==> config.mk <==
export PLATFORM = sky130hd
export DESIGN_NAME = i2chs_port
export DESIGN_NICKNAME = d
export VERILOG_FILES = /design/src/i2chs_pkg.sv /design/src/i2chs_stretch_if.sv /design/src/i2chs_port.sv /design/src/i2chs_scl_supervisor.sv
export VERILOG_INCLUDE_DIRS = /design/src
export SDC_FILE = /design/constraint.sdc
export NUM_CORES = 1
export LEC_CHECK = 0
export BUFFER_PORTS_ARGS = -buffer_cell sky130_fd_sc_hd__buf_2
export CAP_MARGIN = 10
export CORE_MARGIN = 2
export CORE_UTILIZATION = 43
export CTS_BUF_LIST = sky130_fd_sc_hd__clkbuf_8
export CTS_CLUSTER_SIZE = 16
export DETAILED_ROUTE_END_ITERATION = 10
export PLACE_DENSITY_LB_ADDON = 0.15
export SLEW_MARGIN = 10
export SYNTH_ARGS = -nofsm -noshare
export SYNTH_HDL_FRONTEND = slang
export SYNTH_SLANG_ARGS = --single-unit
==> constraint.sdc <==
create_clock -name pclk -period 3.79 [get_ports pclk]
set_input_delay 0.1895 -clock pclk [delete_from_list [all_inputs] [get_ports pclk]]
set_output_delay 0.1895 -clock pclk [all_outputs]
set_load 0.005 [all_outputs]
==> src/i2chs_regs.svh <==
// Register offsets, field positions, reset values and timing counts of the port.
// Assumes a 12-bit APB byte address with one 32-bit word per register.
`ifndef I2CHS_REGS_SVH
`define I2CHS_REGS_SVH

`define I2CHS_ADDR_W          12
`define I2CHS_CTRL_OFF        12'h000
`define I2CHS_STATUS_OFF      12'h004
`define I2CHS_MASK_OFF        12'h008
`define I2CHS_RXDATA_OFF      12'h00C
`define I2CHS_TXDATA_OFF      12'h010
`define I2CHS_HSCLK_OFF       12'h03C
`define I2CHS_TIMEOUT_OFF     12'h040
`define I2CHS_DMA_OFF         12'h048
`define I2CHS_ADDR0_OFF       12'h04C

`define I2CHS_CTRL_EN_BIT     0
`define I2CHS_CTRL_HS_BIT     1
`define I2CHS_HS_HIGH_LSB     8
`define I2CHS_HS_LOW_LSB      0
`define I2CHS_DMA_RX_BIT      1
`define I2CHS_DMA_TX_BIT      0
`define I2CHS_EXT_ADDR_BIT    15
`define I2CHS_ADDR_LSB        0

`define I2CHS_EV_ADDR         0
`define I2CHS_EV_RX           1
`define I2CHS_EV_TX           2
`define I2CHS_EV_STOP         3
`define I2CHS_EV_TIMEOUT      4
`define I2CHS_EV_N            5

`define I2CHS_RESET_VALUE     32'h0000_0000
`define I2CHS_TEN_BIT_PREFIX  5'h1E
`define I2CHS_I2C_CLK_DIV     4

`endif

==> src/i2chs_pkg.sv <==
// Types shared by the port top and its SCL supervisor.
// Assumes i2chs_regs.svh supplies the numeric constants.
package i2chs_pkg;

  typedef enum logic [3:0] {
    I2CHS_IDLE, I2CHS_ADDR, I2CHS_ADDR2, I2CHS_ACK, I2CHS_RX,
    I2CHS_TX_LOAD, I2CHS_TX, I2CHS_TX_ACK, I2CHS_TX_ACKED
  } i2chs_state_type;

  typedef enum logic [1:0] {
    I2CHS_SV_IDLE, I2CHS_SV_HOLD, I2CHS_SV_WAIT, I2CHS_SV_HIGH
  } i2chs_sv_state_type;

  typedef struct packed {
    logic [7:0]      high_count;
    logic [7:0]      low_count;
    logic [15:0]     stall_limit_cycles;
    logic            rx_en;
    logic            tx_en;
    logic            ext_addr;
    logic [9:0]      own_addr;
    logic            enable;
    logic            hs_en;
    logic [4:0]      status;
    logic [4:0]      mask;
    logic [7:0]      rx_data;
    logic            rx_valid;
    logic [7:0]      tx_data;
    logic            tx_valid;
    logic [31:0]     prdata;
    logic            scl_m;
    logic            scl_s;
    logic            scl_d;
    logic            sda_m;
    logic            sda_s;
    logic            sda_d;
    i2chs_state_type state;
    i2chs_state_type ack_next;
    logic [7:0]      shift;
    logic [3:0]      bitcnt;
    logic            dir_read;
    logic            sda_drive;
    logic            stretch_req;
    logic [7:0]      div_cnt;
  } i2chs_main_type;

  typedef struct packed {
    i2chs_sv_state_type state;
    logic [15:0]        cnt;
    logic               timeout;
  } i2chs_sv_type;

endpackage

==> src/i2chs_stretch_if.sv <==
// Bundle between the port top and its SCL supervisor.
// Assumes both ends run on pclk.
`timescale 1ns/10ps
interface i2chs_stretch_if;
  logic        tick;
  logic        start;
  logic [7:0]  low_count;
  logic [7:0]  high_count;
  logic [15:0] limit;
  logic        scl_high;
  logic        hold_low;
  logic        timeout;
  logic        busy;

  modport ctrl (output tick, start, low_count, high_count, limit, scl_high,
                input hold_low, timeout, busy);
  modport sup  (input tick, start, low_count, high_count, limit, scl_high,
                output hold_low, timeout, busy);
endinterface
==> src/i2chs_port.sv <==
// I2C peripheral port: APB registers, target engine, DMA requests, interrupt.
// Assumes scl_in and sda_in are raw pin levels and the pads are open drain.
//
// Contract
// - Eight-bit high count sets SCL high time after data placed, high-speed; here it only times the supervisor's high state, which drives no line.
// - Eight-bit low count sets how long SCL is held low after data placed.
// - Sixteen-bit stall limit, in I2C clock cycles, bounds a stalled SCL.
// - Timeout counting starts when our own logic releases SCL.
// - SCL not high within the limit raises a bus error.
// - On bus timeout both SCL and SDA are released.
// - Limit zero disables timeout; otherwise duration is limit I2C cycles.
// - Only our own SCL activity is timed, never an external hold.
// - Receive DMA enable bit gates receive DMA requests.
// - Transmit DMA enable bit gates transmit DMA requests.
// - Address length bit: zero 7-bit matching, one 10-bit matching.
// - Ten-bit own address field, set in peripheral mode, matched on bus.
// - Seven-bit address sits in the seven low bits of the field.
// - Ten-bit mode: upper nine bits address, low bit read/write.
//
// The implementer's own choice: the APB slave port.
`timescale 1ns/10ps
`include "i2chs_regs.svh"
module i2chs_port #(
  parameter int I2C_CLK_DIV = `I2CHS_I2C_CLK_DIV
) (
  input  wire logic        pclk,
  input  wire logic        presetn,
  input  wire logic        psel,
  input  wire logic        penable,
  input  wire logic        pwrite,
  input  wire logic [11:0] paddr,
  input  wire logic [31:0] pwdata,
  output logic      [31:0] prdata,
  output logic             pready,
  output logic             pslverr,
  input  wire logic        scl_in,
  output logic             scl_out,
  output logic             scl_oe,
  input  wire logic        sda_in,
  output logic             sda_out,
  output logic             sda_oe,
  output logic             dma_rx_req,
  output logic             dma_tx_req,
  output logic             irq
);
  i2chs_pkg::i2chs_main_type r;
  i2chs_pkg::i2chs_main_type next_r;
  i2chs_stretch_if           sv_bus ();

  logic        setup;
  logic        access;
  logic        wr;
  logic        mapped;
  logic        tick;
  logic        scl_rise;
  logic        scl_fall;
  logic        start_cond;
  logic        stop_cond;
  logic        addr_hit;
  logic [4:0]  events;
  logic [31:0] rdata;

  assign setup  = psel && !penable;
  assign access = psel && penable;
  assign wr     = access && pwrite;
  assign mapped = (paddr == `I2CHS_CTRL_OFF)   || (paddr == `I2CHS_STATUS_OFF) ||
                  (paddr == `I2CHS_MASK_OFF)   || (paddr == `I2CHS_RXDATA_OFF) ||
                  (paddr == `I2CHS_TXDATA_OFF) || (paddr == `I2CHS_HSCLK_OFF)  ||
                  (paddr == `I2CHS_TIMEOUT_OFF) || (paddr == `I2CHS_DMA_OFF)   ||
                  (paddr == `I2CHS_ADDR0_OFF);

  // Edges compare the second sync stage with its one-cycle delay, the third stage
  assign scl_rise   = r.scl_s && !r.scl_d;
  assign scl_fall   = !r.scl_s && r.scl_d;
  assign start_cond = r.scl_s && r.scl_d && r.sda_d && !r.sda_s;
  assign stop_cond  = r.scl_s && r.scl_d && !r.sda_d && r.sda_s;
  assign tick       = (r.div_cnt == 8'(I2C_CLK_DIV - 1));

  // Read mux for the setup cycle; prdata is registered for the access phase
  always_comb begin
    rdata = 32'h0000_0000;
    if (paddr == `I2CHS_CTRL_OFF) begin
      rdata[`I2CHS_CTRL_EN_BIT] = r.enable;
      rdata[`I2CHS_CTRL_HS_BIT] = r.hs_en;
    end else if (paddr == `I2CHS_STATUS_OFF) begin
      rdata[4:0] = r.status;
    end else if (paddr == `I2CHS_MASK_OFF) begin
      rdata[4:0] = r.mask;
    end else if (paddr == `I2CHS_RXDATA_OFF) begin
      rdata[7:0] = r.rx_data;
    end else if (paddr == `I2CHS_TXDATA_OFF) begin
      rdata[7:0] = r.tx_data;
    end else if (paddr == `I2CHS_HSCLK_OFF) begin
      rdata[15:0] = {r.high_count, r.low_count};
    end else if (paddr == `I2CHS_TIMEOUT_OFF) begin
      rdata[15:0] = r.stall_limit_cycles;
    end else if (paddr == `I2CHS_DMA_OFF) begin
      rdata[`I2CHS_DMA_RX_BIT] = r.rx_en;
      rdata[`I2CHS_DMA_TX_BIT] = r.tx_en;
    end else if (paddr == `I2CHS_ADDR0_OFF) begin
      rdata[`I2CHS_EXT_ADDR_BIT] = r.ext_addr;
      rdata[9:0]                 = r.own_addr;
    end
  end

  // Own-address comparison for the first address byte
  always_comb begin
    if (r.ext_addr) begin
      // Ten-bit header carries the two top bits of the nine-bit address
      addr_hit = (r.shift[7:3] == `I2CHS_TEN_BIT_PREFIX) &&
                 (r.shift[2:1] == r.own_addr[9:8]);
    end else begin
      addr_hit = (r.shift[7:1] == r.own_addr[6:0]);
    end
  end

  always_comb begin
    next_r             = r;
    events             = 5'h00;
    next_r.stretch_req = 1'b0;
    next_r.div_cnt     = tick ? 8'h00 : r.div_cnt + 8'h01;
    next_r.scl_m       = scl_in;
    next_r.scl_s       = r.scl_m;
    next_r.scl_d       = r.scl_s;
    next_r.sda_m       = sda_in;
    next_r.sda_s       = r.sda_m;
    next_r.sda_d       = r.sda_s;

    if (setup) begin
      next_r.prdata = rdata;
    end

    // Bus engine
    if (!r.enable || sv_bus.timeout) begin
      next_r.state     = i2chs_pkg::I2CHS_IDLE;
      next_r.sda_drive = 1'b0;
    end else if (start_cond) begin
      next_r.state     = i2chs_pkg::I2CHS_ADDR;
      next_r.bitcnt    = 4'h0;
      next_r.sda_drive = 1'b0;
    end else if (stop_cond) begin
      next_r.state     = i2chs_pkg::I2CHS_IDLE;
      next_r.sda_drive = 1'b0;
      if (r.state != i2chs_pkg::I2CHS_IDLE) begin
        events[`I2CHS_EV_STOP] = 1'b1;
      end
    end else begin
      case (r.state)
        i2chs_pkg::I2CHS_ADDR, i2chs_pkg::I2CHS_ADDR2, i2chs_pkg::I2CHS_RX: begin
          if (scl_rise) begin
            next_r.shift  = {r.shift[6:0], r.sda_s};
            next_r.bitcnt = r.bitcnt + 4'h1;
          end else if (scl_fall && r.bitcnt == 4'h8) begin
            next_r.bitcnt    = 4'h0;
            next_r.sda_drive = 1'b1;
            next_r.state     = i2chs_pkg::I2CHS_ACK;
            if (r.state == i2chs_pkg::I2CHS_RX) begin
              next_r.rx_data       = r.shift;
              next_r.rx_valid      = 1'b1;
              events[`I2CHS_EV_RX] = 1'b1;
              next_r.ack_next      = i2chs_pkg::I2CHS_RX;
            end else if (r.state == i2chs_pkg::I2CHS_ADDR2) begin
              if (r.shift[7:1] == r.own_addr[7:1]) begin
                events[`I2CHS_EV_ADDR] = 1'b1;
                next_r.ack_next = r.dir_read ? i2chs_pkg::I2CHS_TX_LOAD
                                             : i2chs_pkg::I2CHS_RX;
              end else begin
                next_r.sda_drive = 1'b0;
                next_r.state     = i2chs_pkg::I2CHS_IDLE;
              end
            end else if (addr_hit) begin
              next_r.dir_read = r.shift[0];
              if (r.ext_addr) begin
                next_r.ack_next = i2chs_pkg::I2CHS_ADDR2;
              end else begin
                events[`I2CHS_EV_ADDR] = 1'b1;
                next_r.ack_next = r.shift[0] ? i2chs_pkg::I2CHS_TX_LOAD
                                             : i2chs_pkg::I2CHS_RX;
              end
            end else begin
              next_r.sda_drive = 1'b0;
              next_r.state     = i2chs_pkg::I2CHS_IDLE;
            end
          end
        end
        i2chs_pkg::I2CHS_ACK: begin
          if (scl_fall) begin
            next_r.sda_drive = 1'b0;
            next_r.state     = r.ack_next;
          end
        end
        i2chs_pkg::I2CHS_TX_LOAD: begin
          // An empty transmit register sends whatever byte was last loaded
          next_r.shift         = r.tx_data;
          next_r.tx_valid      = 1'b0;
          next_r.bitcnt        = 4'h0;
          next_r.sda_drive     = !r.tx_data[7];
          next_r.stretch_req   = r.hs_en;
          events[`I2CHS_EV_TX] = 1'b1;
          next_r.state         = i2chs_pkg::I2CHS_TX;
        end
        i2chs_pkg::I2CHS_TX: begin
          if (scl_rise) begin
            next_r.bitcnt = r.bitcnt + 4'h1;
          end else if (scl_fall) begin
            if (r.bitcnt == 4'h8) begin
              next_r.sda_drive = 1'b0;
              next_r.state     = i2chs_pkg::I2CHS_TX_ACK;
            end else begin
              next_r.shift       = {r.shift[6:0], 1'b1};
              next_r.sda_drive   = !r.shift[6];
              next_r.stretch_req = r.hs_en;
            end
          end
        end
        i2chs_pkg::I2CHS_TX_ACK: begin
          if (scl_rise) begin
            next_r.state = r.sda_s ? i2chs_pkg::I2CHS_IDLE : i2chs_pkg::I2CHS_TX_ACKED;
          end
        end
        i2chs_pkg::I2CHS_TX_ACKED: begin
          if (scl_fall) begin
            next_r.state = i2chs_pkg::I2CHS_TX_LOAD;
          end
        end
        default: begin
          next_r.sda_drive = 1'b0;
        end
      endcase
    end

    events[`I2CHS_EV_TIMEOUT] = sv_bus.timeout;

    // Register writes take effect in the access phase
    if (wr) begin
      if (paddr == `I2CHS_CTRL_OFF) begin
        next_r.enable = pwdata[`I2CHS_CTRL_EN_BIT];
        next_r.hs_en  = pwdata[`I2CHS_CTRL_HS_BIT];
      end else if (paddr == `I2CHS_MASK_OFF) begin
        next_r.mask = pwdata[4:0];
      end else if (paddr == `I2CHS_TXDATA_OFF) begin
        next_r.tx_data  = pwdata[7:0];
        next_r.tx_valid = 1'b1;
      end else if (paddr == `I2CHS_HSCLK_OFF) begin
        next_r.high_count = pwdata[`I2CHS_HS_HIGH_LSB +: 8];
        next_r.low_count  = pwdata[`I2CHS_HS_LOW_LSB +: 8];
      end else if (paddr == `I2CHS_TIMEOUT_OFF) begin
        next_r.stall_limit_cycles = pwdata[15:0];
      end else if (paddr == `I2CHS_DMA_OFF) begin
        next_r.rx_en = pwdata[`I2CHS_DMA_RX_BIT];
        next_r.tx_en = pwdata[`I2CHS_DMA_TX_BIT];
      end else if (paddr == `I2CHS_ADDR0_OFF) begin
        next_r.ext_addr = pwdata[`I2CHS_EXT_ADDR_BIT];
        next_r.own_addr = pwdata[`I2CHS_ADDR_LSB +: 10];
      end
    end

    // Reading received data frees it, unless a new byte lands this cycle
    if (access && !pwrite && paddr == `I2CHS_RXDATA_OFF && !events[`I2CHS_EV_RX]) begin
      next_r.rx_valid = 1'b0;
    end

    // Write-one-to-clear; a new event in the same cycle wins
    if (wr && paddr == `I2CHS_STATUS_OFF) begin
      next_r.status = (r.status & ~pwdata[4:0]) | events;
    end else begin
      next_r.status = r.status | events;
    end
  end

  always_ff @(posedge pclk or negedge presetn) begin
    if (!presetn) begin
      r             <= '0;
      r.scl_m       <= 1'b1;
      r.scl_s       <= 1'b1;
      r.scl_d       <= 1'b1;
      r.sda_m       <= 1'b1;
      r.sda_s       <= 1'b1;
      r.sda_d       <= 1'b1;
      r.high_count  <= 8'(`I2CHS_RESET_VALUE);
      r.state       <= i2chs_pkg::I2CHS_IDLE;
      r.ack_next    <= i2chs_pkg::I2CHS_IDLE;
    end else begin
      r <= next_r;
    end
  end

  assign sv_bus.tick       = tick;
  assign sv_bus.start      = r.stretch_req;
  assign sv_bus.low_count  = r.low_count;
  assign sv_bus.high_count = r.high_count;
  assign sv_bus.limit      = r.stall_limit_cycles;
  assign sv_bus.scl_high   = r.scl_s;

  i2chs_scl_supervisor u_sup (
    .pclk    (pclk),
    .presetn (presetn),
    .sv      (sv_bus)
  );

  assign prdata     = r.prdata;
  assign pready     = 1'b1;
  assign pslverr    = access && !mapped;
  assign scl_out    = 1'b0;
  assign sda_out    = 1'b0;
  // Timeout releases both lines at once
  assign scl_oe     = sv_bus.hold_low && !sv_bus.timeout;
  assign sda_oe     = r.sda_drive && !sv_bus.timeout;
  assign dma_rx_req = r.rx_en && r.rx_valid;
  assign dma_tx_req = r.tx_en && !r.tx_valid;
  assign irq        = |(r.status & r.mask);
endmodule

==> src/i2chs_scl_supervisor.sv <==
// SCL stretch sequencer and bus timeout supervisor.
// Assumes tick is a one-cycle I2C clock enable and scl_high is synchronised.
`timescale 1ns/10ps
module i2chs_scl_supervisor (
  input  wire logic   pclk,
  input  wire logic   presetn,
  i2chs_stretch_if.sup sv
);
  i2chs_pkg::i2chs_sv_type r;
  i2chs_pkg::i2chs_sv_type next_r;

  always_comb begin
    next_r         = r;
    next_r.timeout = 1'b0;
    if (sv.start) begin
      // Driving SCL low again restarts everything
      next_r.state = i2chs_pkg::I2CHS_SV_HOLD;
      next_r.cnt   = 16'h0000;
    end else begin
      case (r.state)
        i2chs_pkg::I2CHS_SV_HOLD: begin
          if (sv.tick) begin
            if (r.cnt + 16'h0001 >= {8'h00, sv.low_count}) begin
              next_r.state = i2chs_pkg::I2CHS_SV_WAIT;
              next_r.cnt   = 16'h0000;
            end else begin
              next_r.cnt = r.cnt + 16'h0001;
            end
          end
        end
        i2chs_pkg::I2CHS_SV_WAIT: begin
          // Only our own release is timed, never an external hold
          if (sv.scl_high) begin
            next_r.state = i2chs_pkg::I2CHS_SV_HIGH;
            next_r.cnt   = 16'h0000;
          end else if (sv.tick && sv.limit != 16'h0000) begin
            if (r.cnt + 16'h0001 >= sv.limit) begin
              next_r.timeout = 1'b1;
              next_r.state   = i2chs_pkg::I2CHS_SV_IDLE;
              next_r.cnt     = 16'h0000;
            end else begin
              next_r.cnt = r.cnt + 16'h0001;
            end
          end
        end
        i2chs_pkg::I2CHS_SV_HIGH: begin
          if (sv.tick) begin
            if (r.cnt + 16'h0001 >= {8'h00, sv.high_count}) begin
              next_r.state = i2chs_pkg::I2CHS_SV_IDLE;
              next_r.cnt   = 16'h0000;
            end else begin
              next_r.cnt = r.cnt + 16'h0001;
            end
          end
        end
        default: begin
          next_r.cnt = 16'h0000;
        end
      endcase
    end
  end

  always_ff @(posedge pclk or negedge presetn) begin
    if (!presetn) begin
      r.state   <= i2chs_pkg::I2CHS_SV_IDLE;
      r.cnt     <= 16'h0000;
      r.timeout <= 1'b0;
    end else begin
      r <= next_r;
    end
  end

  assign sv.hold_low = (r.state == i2chs_pkg::I2CHS_SV_HOLD);
  assign sv.timeout  = r.timeout;
  assign sv.busy     = (r.state != i2chs_pkg::I2CHS_SV_IDLE);
endmodule

# == Word level (Yosys, flattened, before mapping) ==
# Index checks and enable logic that the tools add are counted.
# word_totals
regBits,147
output_inout_bits,41
# classes
n_addsub,3
magnitude_cmp,3
eq_ne,52
n_mux,131
bitwise,17
reduce_logical,75
# ops
cell,n
$mux 8,13
$mux 10,10
$mux 4,19
$mux 18,4
$mux 16,4
$mux 1,49
$pmux 16 s3,1
$ne 5x5->1 const B,8
$eq 12x7->1 const B,3
$pmux 12 s3,1
$ge 16x8->1,2
$mux 2,14
$reduce_and 7->1,4
$mux 5,5
$eq 12x4->1 const B,2
$pmux 4 s6,1
$reduce_and 8->1,3
$logic_and 1x1->1,22
$mux 11,2
$mux 19,1
$reduce_and 9->1,2
$add 16x1->16 const B,1
$eq 4x3->1 const B,4
$ge 16x16->1,1
47 further kinds,105

# == Depth between registers and ports, before layout ==
# Gate-level depths: netlist of run 1.
# logic_depth
ltp_word,18
mapped_depth,15
depth_no_buf,13

# == By module ==
# Synthesis of run 1 repeated with hierarchy kept, for this count alone.
# hier_totals
hier_cells,915
hier_area_um2,9022.4
# by_module_without_submodules
mod,instances,cells_per_inst,area_each_um2,seq_area_each_um2
i2chs_port,1,644,6829.0,3185.6
i2chs_scl_supervisor,1,271,2193.4,475.5

# == Worst setup path after synthesis of run 1 ==
# No wires, ideal clock.
# synth_timing
path_kind,register to register
from,register u_sup.r[1] in the netlist's numbering
to,register u_sup.r[18] in the netlist's numbering
arrival_ns,3.326
path_slack_ns,0.337
path_stages_with_launch,14
n_path_buf,0
synth_period_minus_slack_ns,3.453
path_cell_list,dfrtp_1 -> ha_1 -> and4_1 -> nand2_1 -> and2_1 -> or2_2 -> ha_1 -> or4b_1 -> a211oi_1 -> o21ai_1 -> a311o_2 -> or3_1 -> or3b_1 -> a31oi_1
# synth_via
elab_chain_cells,4
elab_cells_between_ends,8
classes_between,add/sub: 1; order compare: 3; eq/ne: 3; reduce/logical: 1
# synth_lines
element,line_no,rtl
"start, declared",i2chs_scl_supervisor.sv:9,i2chs_pkg::i2chs_sv_type r;
"start signal, assigned",i2chs_scl_supervisor.sv:69,r <= next_r;
$add 16x1->16 *,"i2chs_scl_supervisor.sv:23, i2chs_scl_supervisor.sv:37, i2chs_scl_supervisor.sv:48",
$ge 16x16->1 (tied with other cells),i2chs_scl_supervisor.sv:37,if (r.cnt + 16'h0001 >= sv.limit) begin
$ne 4x3->1 (no source line) / $ne 3x2->1 (equally long branches),n/a,
$reduce_and 7->1 (no source line) *,n/a,
# Every way passes the cells marked *; elsewhere a longest branch is shown, timed or not.
# A chain may end at the register's enable or synchronous reset.

# == Final worst setup path of run 1 ==
# Same ends and word-level chain as after synthesis.

==> impl_metrics.csv, run 1 <==
group,metric,value,unit
run_status,status,"finished clean",
detailed_routing,dr_wl_met2,10.5,mm
sta,tightestPinTransition,0.863,ns
logic_synthesis,yosysWarningCount,0,
floorplanning,dieArea,21700,sq um
pwr,power,2970,uW
critical_path,crit_path_cell_trace,"ha_2 -> and4_4 -> nand2_1 -> and2_1 -> or2_2 -> ha_1 -> or4b_1 -> a211oi_2 -> o21ai_1 -> a311o_2 -> or3_1 -> or3b_1 -> a31oi_1",
critical_path,worstPathArrival,3.92,ns
logic_synthesis,synth_cells,899,
logic_synthesis,synth_edf_count,0,
clock_network,numCtsBuffers,17,
logic_synthesis,synth_ff_type,"dfrtp_1",
floorplanning,die_h,147,microns
global_route,grt_pass1_vias,6494,
placed_design,dp_cells,1183,
global_route,overflow,0,
run,drv_cap,0,
placed_design,post-dp-hpwl,16.9,mm
cells_and_area,layoutNonFillerInstCount,1229,
critical_path,slowest_delay,0.53,ns
logic_synthesis,synth_top_area_cell,"dfrtp_1",
clock_network,clk_latency,0.46,ns
cells_and_area,drive_gt1_frac,0.241,
clock_network,cts_tree,"done",
clock_network,clk_pin_slew,0.10,ns
pwr,p_per_area,307,nW/um^2
critical_path,cp.required,4.12,ns
logic_synthesis,postSynth.asyncResetShare,1.00,
sta,skew,0.0160,ns
logic_synthesis,synth_cell_types,84,
min_path,hold_start,"pwdata[5]",
critical_path,worstSetupPathType,"reg2reg",
critical_path,crit_path_start,"u_sup.r[1]",
detailed_routing,dr.max_layer_used,"met4",
logic_synthesis,synth_seq_area_share,0.415,
detailed_routing,via_per_inst,5.62,
global_route,global_route.usage.total,0.221,
pwr,p_int,2160,uW
detailed_routing,met3_length,1.29,mm
cells_and_area,final_nets,1033,
floorplanning,die_width,147,microns
floorplanning,core,20200,sq um
sta,finalSetupTns,0,ns
min_path,min_path_type,"in2reg",
detailed_routing,routedWlPerCell,18.8,microns
sta,grt_setup_unrepaired,"false",
logic_synthesis,ys_ff_latch,146,
sta,finalCritPeriodShare,0.947,
floorplanning,pin_count,92,
logic_synthesis,synth_top_area_frac,0.397,
cells_and_area,antenna_cells,0,
sta,setup_viol_count_final,0,
sta,hold_viol_final,0,
critical_path,crit_slowest_cell,"or4b_1",
detailed_routing,postRouteAntennaNets,0,
pwr,clkPwrFrac,0.428,
cells_and_area,multi_input_comb_area,4610,sq um
floorplanning,start_util,0.437,
critical_path,critPathLaunchType,"flip-flop",
global_route,grt_pass1_wl,37.2,mm
clock_network,cts-htree-levels,4,
pwr,pwr-share-seq,0.529,
cells_and_area,syn_to_final_growth,9.93,%
detailed_routing,vias,6904,
sta,period_minus_slack,3.59,ns
clock_network,clock-sinks,146,
critical_path,crit_path_end_kind,"flip-flop",
pwr,switching_share,0.273,
detailed_routing,firstDrtPassIters,6,
sta,relSlewSlack,0.420,
sta,fmax,279,MHz
critical_path,r2r-start,"u_sup.r[1]",
cells_and_area,fillers,1963,
clock_network,cts_buffer_depth,2,
pwr,p_sw,813,uW
sta,whs,0.0504,ns
detailed_routing,route.detailed.drc,0,
detailed_routing,first_iter_violations,672,
placed_design,io_buffers,56,
global_route,grt_antenna_before_repair,0,
sta,slew_viol_final,0,
logic_synthesis,syn_area,8820,sq um
pwr,leakagePower,0.00461,uW
logic_synthesis,synth_area_leaders,"dfrtp_1 40%, mux2_2 10%, ha_1 5.1%",
cells_and_area,seqCellArea,3660,sq um
detailed_routing,m1WireLength,10.9,mm
floorplanning,num_rows,52,
global_route,grt_max_degree,88,
placed_design,gp_congestion,0.893,
pwr,irDropWorstVdd,0.247,mV
clock_network,clockRootBuffer,"clkbuf_8",
pwr,power_frac_comb,0.043,
critical_path,crit_fanout,5,
logic_synthesis,avgSynthCellArea,9.81,sq um
detailed_routing,routed_wl,23.1,mm
-- cells by family after synthesis --
logic type	share of synthesized area
AND/OR/NAND/NOR	0.189
other	0.000852
buffers and inverters	0.0704
XOR/XNOR	0.0348
multiplexers	0.107
AO/OA/AOI/OAI	0.132
flip-flops	0.415
adder cells (fa/ha/maj)	0.0511
-- per-layer routing --
| metal | up-vias | track usage |
|---|---|---|
| li1 | 3283 | - |
| met5 | - | 0 |
| met4 | 0 | 0.0596 |
| met2 | 205 | 0.340 |
| met1 | 3389 | 0.320 |
| met3 | 27 | 0.0441 |
-- sequential cells by signal, indices dropped and copies added, names as in the netlist --
name               count
sv_bus.start           1
r                     74
sv_bus.low_count       8
prdata                16
next_r                 3
sv_bus.high_count      8
u_sup.r               18
sv_bus.limit          16
sv_bus.scl_high        1
u_sup.sv.timeout       1
-- power by group through the flow --
stage | clock (uW) | combinational [uW] | sequential [uW]
6_report | 1270 | 128 | 1570
5_1_grt | 1370 | 145 | 1570
4_1_cts | 1310 | 131 | 1570
2_1_floorplan | 0 | 60.8 | 1600
3_5_place_dp | 0 | 120 | 1600
3_3_place_gp | 0 | 120 | 1600
-- layout make-up --
class | count | area share
Sequential cell | 146 | 0.378
Multi-Input combinational cell | 654 | 0.476
Clock inverter | 15 | 0.0169
Timing Repair Buffer | 82 | 0.0530
Clock buffer | 17 | 0.0241
Inverter | 45 | 0.0174
Tap cell | 270 | 0.0348
-- worst paths after layout --
check	slack, ns	end	cells after the start
max in group asynchronous	2.48	r[73]	3
worst min register to register	0.36	next_r[31]	0
min in group asynchronous	0.32	prdata[2]	2
worst min-delay path	0.05	sv_bus.limit[5]	2
worst max-delay path	0.20	u_sup.r[18]	13
worst max register to register	0.20	u_sup.r[18]	13
-- stage by stage --
stage / setup slack [ns] / cell area [sq um] / utilization
6_report: 0.201 / 9700 / 0.481
5_1_grt: 0.0382 / 9700 / 0.481
4_1_cts: 0.0593 / 9670 / 0.480
3_5_place_dp: 0.110 / 9150 / 0.453
3_3_place_gp: 0.167 / 9150 / 0.453
2_1_floorplan: 0.337 / 8880 / -
-- cells in the mapped netlist, types with 7 or more instances --
cell type,number
buf_2,9
nand4_1,18
nand2_1,104
o21ai_0,41
a22oi_1,11
nor4_1,17
nor2_1,37
inv_1,45
a222oi_1,8
nand2b_1,8
clkbuf_1,21
a21o_1,10
nor2b_1,13
ha_1,36
and3_1,11
mux2_2,79
xnor2_1,18
nor3_1,13
buf_4,37
a21oi_1,28
a211oi_1,7
dfrtp_1,140
nand3_1,31
xor2_1,17
or2_2,7
-- worst max-delay path, delay by kind of cell, from the launching register on --
| family | cells | cell delay (ns) |
|---|---|---|
| simple gates | 7 | 1.92 |
| flops | 1 | 0.37 |
| compound gates | 4 | 0.78 |
| fa+ha+maj | 2 | 0.40 |
-- cell usage in the layout (no fill, tap or decap), types with 8 or more instances in the layout --
| cell | instances |
|---|---|
| a21o_1 | 10 |
| a21oi_1 | 28 |
| a222oi_1 | 8 |
| a22oi_1 | 11 |
| and3_1 | 11 |
| buf_2 | 55 |
| buf_4 | 13 |
| clkbuf_8 | 17 |
| conb_1 | 19 |
| dfrtp_1 | 139 |
| dlygate4sd3_1 | 13 |
| ha_1 | 35 |
| inv_1 | 45 |
| mux2_2 | 79 |
| nand2_1 | 104 |
| nand2b_1 | 8 |
| nand3_1 | 31 |
| nand4_1 | 18 |
| nor2_1 | 37 |
| nor2b_1 | 13 |
| nor3_1 | 13 |
| nor4_1 | 17 |
| o21ai_0 | 41 |
| xnor2_1 | 18 |
| xor2_1 | 17 |
-- timing repair --
item | 4_1_cts | 5_1_grt
endpoints found under the hold margin | 104 | 0
setup buffers | 0 | 1
resized for setup | 0 | 6
hold buffers | 13 | 0
endpoints found under the setup margin | 0 | 13
No activity file was read; power rests on OpenSTA's default activity.
==> run 2, diff against run 1 <==
Settings changed: BUFFER_PORTS_ARGS -buffer_cell sky130_fd_sc_hd__buf_2 to not set, DONT_BUFFER_PORTS set to 1.
==> run 2 against run 1 <==
Compared with the run above: non-clock buffer count is 45 lower; flip-flop and latch count stayed put; highest routed layer unchanged; critical endpoint unchanged; critical path depth stayed put; register-to-register slack worse by 0.03 ns; utilization is 0.43 points lower; sequential power hardly changed; clock power is 15% higher; total power is 5.5% higher; combinational power is 16% lower; largest cell class unchanged.
==> impl_metrics.csv, run 2 (same netlist as run 1, synthesis figures left out) <==
group,metric,value,unit
critical_path,worstPathArrival,3.96,ns
clock_network,clockRootBuffer,"clkbuf_8",
global_route,grt_pass1_vias,6465,
global_route,grt_antenna_before_repair,0,
critical_path,crit_path_cell_trace,"ha_4 -> and4_2 -> nand2_1 -> and2_1 -> or2_2 -> ha_1 -> or4b_1 -> a211oi_1 -> o21ai_1 -> a311o_2 -> or3_1 -> or3b_1 -> a31oi_1",
sta,fmax,276,MHz
placed_design,post-dp-hpwl,16.6,mm
detailed_routing,firstDrtPassIters,7,
critical_path,crit_path_end_kind,"flip-flop",
placed_design,io_buffers,0,
floorplanning,num_rows,52,
pwr,p_per_area,327,nW/um^2
sta,grt_setup_unrepaired,"false",
floorplanning,start_util,0.437,
pwr,leakagePower,0.00443,uW
clock_network,cts_buffer_depth,2,
critical_path,slowest_delay,0.51,ns
cells_and_area,final_nets,988,
floorplanning,die_width,147,microns
detailed_routing,vias,6648,
global_route,grt_pass1_wl,37.1,mm
sta,skew,0.0152,ns
cells_and_area,syn_to_final_growth,8.95,%
clock_network,cts-htree-levels,4,
sta,slew_viol_final,0,
clock_network,cts_tree,"done",
critical_path,critPathLaunchType,"flip-flop",
clock_network,clk_pin_slew,0.09,ns
critical_path,cp_top_family,"simple AND/OR/NAND/NOR gates",
critical_path,cp.required,4.12,ns
sta,tightestPinTransition,0.875,ns
cells_and_area,largest_registers,"r: 74 flops, u_sup.r: 18 flops",
sta,finalSetupTns,0,ns
cells_and_area,largest_reg_flops,74,
cells_and_area,final_cell_mix,"139 x dfrtp_1, 104 x nand2_1, 79 x mux2_2",
critical_path,worstSetupPathType,"reg2reg",
sta,period_minus_slack,3.62,ns
sta,setup_viol_count_final,0,
global_route,overflow,0,
floorplanning,die_h,147,microns
cells_and_area,largest_register,"r",
critical_path,crit_fanout,5,
cells_and_area,layoutNonFillerInstCount,1183,
detailed_routing,routed_wl,23.2,mm
cells_and_area,drive_gt1_frac,0.191,
critical_path,cp_num_buf_inv,0,
sta,finalCritPeriodShare,0.955,
sta,hold_viol_final,0,
global_route,global_route.usage.total,0.222,
clock_network,clk_latency,0.46,ns
floorplanning,dieArea,21700,sq um
run_status,status,"finished clean",
clock_network,clock-sinks,146,
floorplanning,pin_count,92,
clock_network,numCtsBuffers,17,
sta,relSlewSlack,0.412,
floorplanning,core,20200,sq um
min_path,min_path_type,"in2reg",
detailed_routing,routedWlPerCell,19.6,microns
critical_path,crit_slowest_cell,"or4b_1",
detailed_routing,via_per_inst,5.62,
global_route,grt_max_degree,147,
cells_and_area,antenna_cells,0,
cells_and_area,design_area,9610,sq um
placed_design,dp_cells,1127,
placed_design,gp_congestion,0.887,
cells_and_area,final_common_cell,"dfrtp_1",
pwr,irDropWorstVdd,0.217,mV
run,drv_cap,0,
placed_design,dpl_cell_area,8860,sq um
detailed_routing,route.detailed.drc,0,
detailed_routing,first_iter_violations,490,
detailed_routing,postRouteAntennaNets,0,
run 2: cell count changes in the layout (fill, tap and decap cells not counted), sizes merged:
cell	delta
clkinvlp	+1
buf	-55
bufinv	+4
clkinv	+2
clkbuf	+2
inv	-10
dlygate4sd3	+10
run 2: timing repair:
item	4_1_cts	5_1_grt
endpoints found under the setup margin	0	2
hold buffers	24	0
buffers inserted	0	1
gates resized for setup	0	5
hold endpoints to repair	214	0
run 2: cell type report:
| type | instances | area (sq um) |
|---|---|---|
| Multi-Input combinational cell | 654 | 4620 |
| Inverter | 45 | 169 |
| Tap cell | 270 | 338 |
| Clock buffer | 19 | 262 |
| Clock inverter | 12 | 205 |
| Sequential cell | 146 | 3660 |
| Fill cell | 1948 | 10600 |
| Timing Repair Buffer | 37 | 355 |
run 2: metrics by stage:
| stage | setup slack, ns | hold WS, ns | power [uW] | util |
|---|---|---|---|---|
| 3_3_place_gp | 0.154 | -0.101 | 1650 | 0.439 |
| 5_1_grt | 0.0247 | 0.0726 | 3250 | 0.476 |
| 2_1_floorplan | 0.337 | -0.106 | 1660 | - |
| 4_1_cts | 0.0681 | 0.0608 | 3170 | 0.475 |
| 6_report | 0.169 | 0.0900 | 3140 | 0.476 |
| 3_5_place_dp | 0.101 | -0.102 | 1650 | 0.439 |
run 2: worst min-delay path, stage by stage:
cell and delay (ns):
nor4_4 0.04, o21ai_0 0.07, a21boi_1 0.10, o21ai_1 0.11
run 2: layer usage:
metal | GRT usage | up-vias | wire length (microns)
met4 | 0.0625 | 0 | 426
met1 | 0.310 | 3267 | 11000
met2 | 0.347 | 168 | 10600
met3 | 0.0494 | 27 | 1130
met5 | 0 | - | 0
li1 | - | 3186 | -
run 2: power by group:
| group | leakage (uW) | internal, uW | switching, uW |
|---|---|---|---|
| sequential | 0.00200 | 1560 | 8.09 |
| clock | 0.000228 | 819 | 638 |
| combinational | 0.00221 | 34.7 | 73.7 |
run 2: path summary, 6_finish.rpt:
| check | startpoint | end | slack (ns) | cells past startpoint |
|---|---|---|---|---|
| setup / recovery | u_sup.r[2] | u_sup.r[18] | 0.17 | 13 |
| hold / removal | paddr[9] | prdata[3] | 0.09 | 4 |
| setup reg to reg | u_sup.r[2] | u_sup.r[18] | 0.17 | 13 |
| hold reg to reg | next_r[35] | sv_bus.scl_high | 0.36 | 0 |
| max in group asynchronous | presetn | prdata[13] | 2.80 | 2 |
| min in group asynchronous | presetn | prdata[2] | 0.35 | 2 |
==> run 3, diff against run 2 <==
==> constraint.sdc (replaced) <==
create_clock -name pclk -period 3.2 [get_ports pclk]
set_input_delay 0.32 -clock pclk [delete_from_list [all_inputs] [get_ports pclk]]
set_output_delay 0.32 -clock pclk [all_outputs]
set_load 0.02 [all_outputs]
==> run 3 against run 2 <==
Compared with the run above: the run now ends with hold timing left; sequential power increased by 18%; critical endpoint unchanged; fmax increased by 13%; first-iteration DRC count increased by 7.6%; largest cell class unchanged; hold slack got worse by 0.53 ns; via count increased by 3.6%; global-route usage about the same; utilization increased by 1.9 points; clock skew decreased by 0.0024 ns.
==> impl_metrics.csv, run 3 (same netlist as run 1, synthesis figures left out) <==
group,metric,value,unit
detailed_routing,first_iter_violations,527,
detailed_routing,postRouteAntennaNets,0,
placed_design,pre_cts_ws,-0.246,ns
clock_network,cts_tree,"done",
detailed_routing,via_per_inst,5.66,
global_route,grt_antenna_before_repair,1,
cells_and_area,final_cell_mix,"139 x dfrtp_1, 103 x nand2_1, 79 x mux2_2",
placed_design,io_buffers,0,
global_route,grt_pass1_wl,37.4,mm
global_route,grt_max_degree,147,
critical_path,cp.required,3.52,ns
cells_and_area,syn_to_final_growth,13.2,%
detailed_routing,firstDrtPassIters,7,
floorplanning,die_width,147,microns
detailed_routing,route.detailed.drc,0,
critical_path,cp_common_cell,"ha_4",
sta,slew_viol_final,0,
pwr,irDropWorstVdd,0.232,mV
sta,period_minus_slack,3.19,ns
min_path,min_path_type,"in2async",
clock_network,hold_buffers,18,
sta,whs,-0.442,ns
floorplanning,dieArea,21700,sq um
floorplanning,die_h,147,microns
sta,relSlewSlack,0.222,
global_route,grt_pass1_vias,6653,
cells_and_area,largest_reg_flops,74,
cells_and_area,fillers,1941,
placed_design,post-dp-hpwl,17.1,mm
floorplanning,core,20200,sq um
critical_path,critPathLaunchType,"flip-flop",
clock_network,cts-htree-levels,4,
critical_path,crit_fanout,2,
clock_network,clk_pin_slew,0.08,ns
floorplanning,pin_count,92,
sta,tightestPinTransition,1.16,ns
cells_and_area,seqCellArea,3660,sq um
critical_path,slowest_delay,0.51,ns
global_route,overflow,0,
sta,setup_viol_count_final,0,
clock_network,clockRootBuffer,"clkbuf_8",
cells_and_area,fin_util,0.495,
pwr,p_per_area,364,nW/um^2
sta,grt_setup_unrepaired,"true",
sta,fin_ws,0.00613,ns
critical_path,cp_num_buf_inv,0,
cells_and_area,multi_input_comb_area,4750,sq um
critical_path,cp_top_family,"simple AND/OR/NAND/NOR gates",
cells_and_area,final_common_cell,"dfrtp_1",
detailed_routing,vias,6890,
cells_and_area,largest_register,"r",
critical_path,crit_path_end_kind,"flip-flop",
clock_network,numCtsBuffers,17,
run_status,status,"finished with violations",
sta,fmax,313,MHz
floorplanning,num_rows,52,
critical_path,worstPathArrival,3.52,ns
cells_and_area,largest_registers,"r: 74 flops, u_sup.r: 18 flops",
cells_and_area,layoutNonFillerInstCount,1218,
run,drv_cap,0,
sta,skew,0.0128,ns
pwr,leakagePower,0.00464,uW
critical_path,worstSetupPathType,"reg2reg",
sta,hold_viol_final,146,
cells_and_area,drive_gt1_frac,0.247,
critical_path,crit_path_cell_trace,"ha_4 -> and4_4 -> nand2_4 -> and2_4 -> or2_4 -> ha_4 -> or4b_4 -> a211oi_2 -> o21ai_1 -> a311o_2 -> or3_4 -> or3b_1 -> a31oi_1",
sta,finalCritPeriodShare,0.998,
detailed_routing,routedWlPerCell,19.4,microns
detailed_routing,routed_wl,23.7,mm
placed_design,dp_cells,1163,
placed_design,gp_congestion,0.907,
clock_network,clock-sinks,146,
clock_network,clk_latency,0.45,ns
global_route,global_route.usage.total,0.222,
cells_and_area,antenna_cells,0,
clock_network,cts_buffer_depth,2,
cells_and_area,final_nets,1023,
critical_path,crit_slowest_cell,"or4b_4",
floorplanning,start_util,0.437,
run_status,failed_checks,"hold timing",
[run 3: changes by cell type in the layout (fill, tap and decap cells not counted), moves of 3 or more]
cell	delta
dlygate4sd3_1	-5
a21oi_1	-3
buf_4	+37
o21ai_0	-5
buf_6	+3
o21ai_1	+4
a21oi_2	+3
[run 3: timing repair]
| item | 4_1_cts | 5_1_grt |
|---|---|---|
| endpoints found under the setup margin | 16 | 18 |
| setup buffers | 3 | 3 |
| endpoints found under the hold margin | 206 | 146 |
| gates resized for setup | 11 | 23 |
| pin swaps | 12 | 7 |
[run 3: report_power, final]
group | internal [uW] | switching, uW | total (uW)
Combinational | 35.8 | 65.8 | 102
Sequential | 1850 | 11.4 | 1860
Clock | 946 | 728 | 1670
[run 3: metrics by stage]
step / power, uW / TNS [ns] / area (sq um) / hold slack, ns
global placement: 1970 / -1.14 / 9150 / 0.0301
global route: 3760 / -0.923 / 9990 / -0.476
floorplan: 1980 / 0 / 8900 / 0.0244
detailed placement: 1970 / -2.32 / 9150 / 0.0295
CTS: 3690 / -0.0829 / 9870 / -0.473
finish: 3640 / 0 / 9990 / -0.442
[run 3: layer usage]
layer,up-vias,global-route usage,wire length [microns]
met5,-,0,13
met4,2,0.0654,383
met3,24,0.0432,1280
met2,201,0.360,11300
li1,3266,-,-
met1,3397,0.304,10700
[run 3: final cells by class]
type,count,area share
Multi-Input combinational cell,654,0.476
Tap cell,270,0.0338
Clock buffer,18,0.0248
Inverter,45,0.0169
Sequential cell,146,0.367
Clock inverter,13,0.0211
Timing Repair Buffer,72,0.0610
[run 3: path summary, 6_finish.rpt]
kind                       startpoint                to  slack, ns  cells after the start
min in group pclk          pwdata[11]  sv_bus.limit[11]       0.02                      1
setup / recovery           u_sup.r[2]       u_sup.r[18]      0.006                     13
hold reg to reg            next_r[32]        next_r[31]       0.36                      0
setup reg to reg           u_sup.r[2]       u_sup.r[18]      0.006                     13
hold / removal                presetn         prdata[2]      -0.44                      0
max in group asynchronous     presetn        next_r[32]       3.38                      0
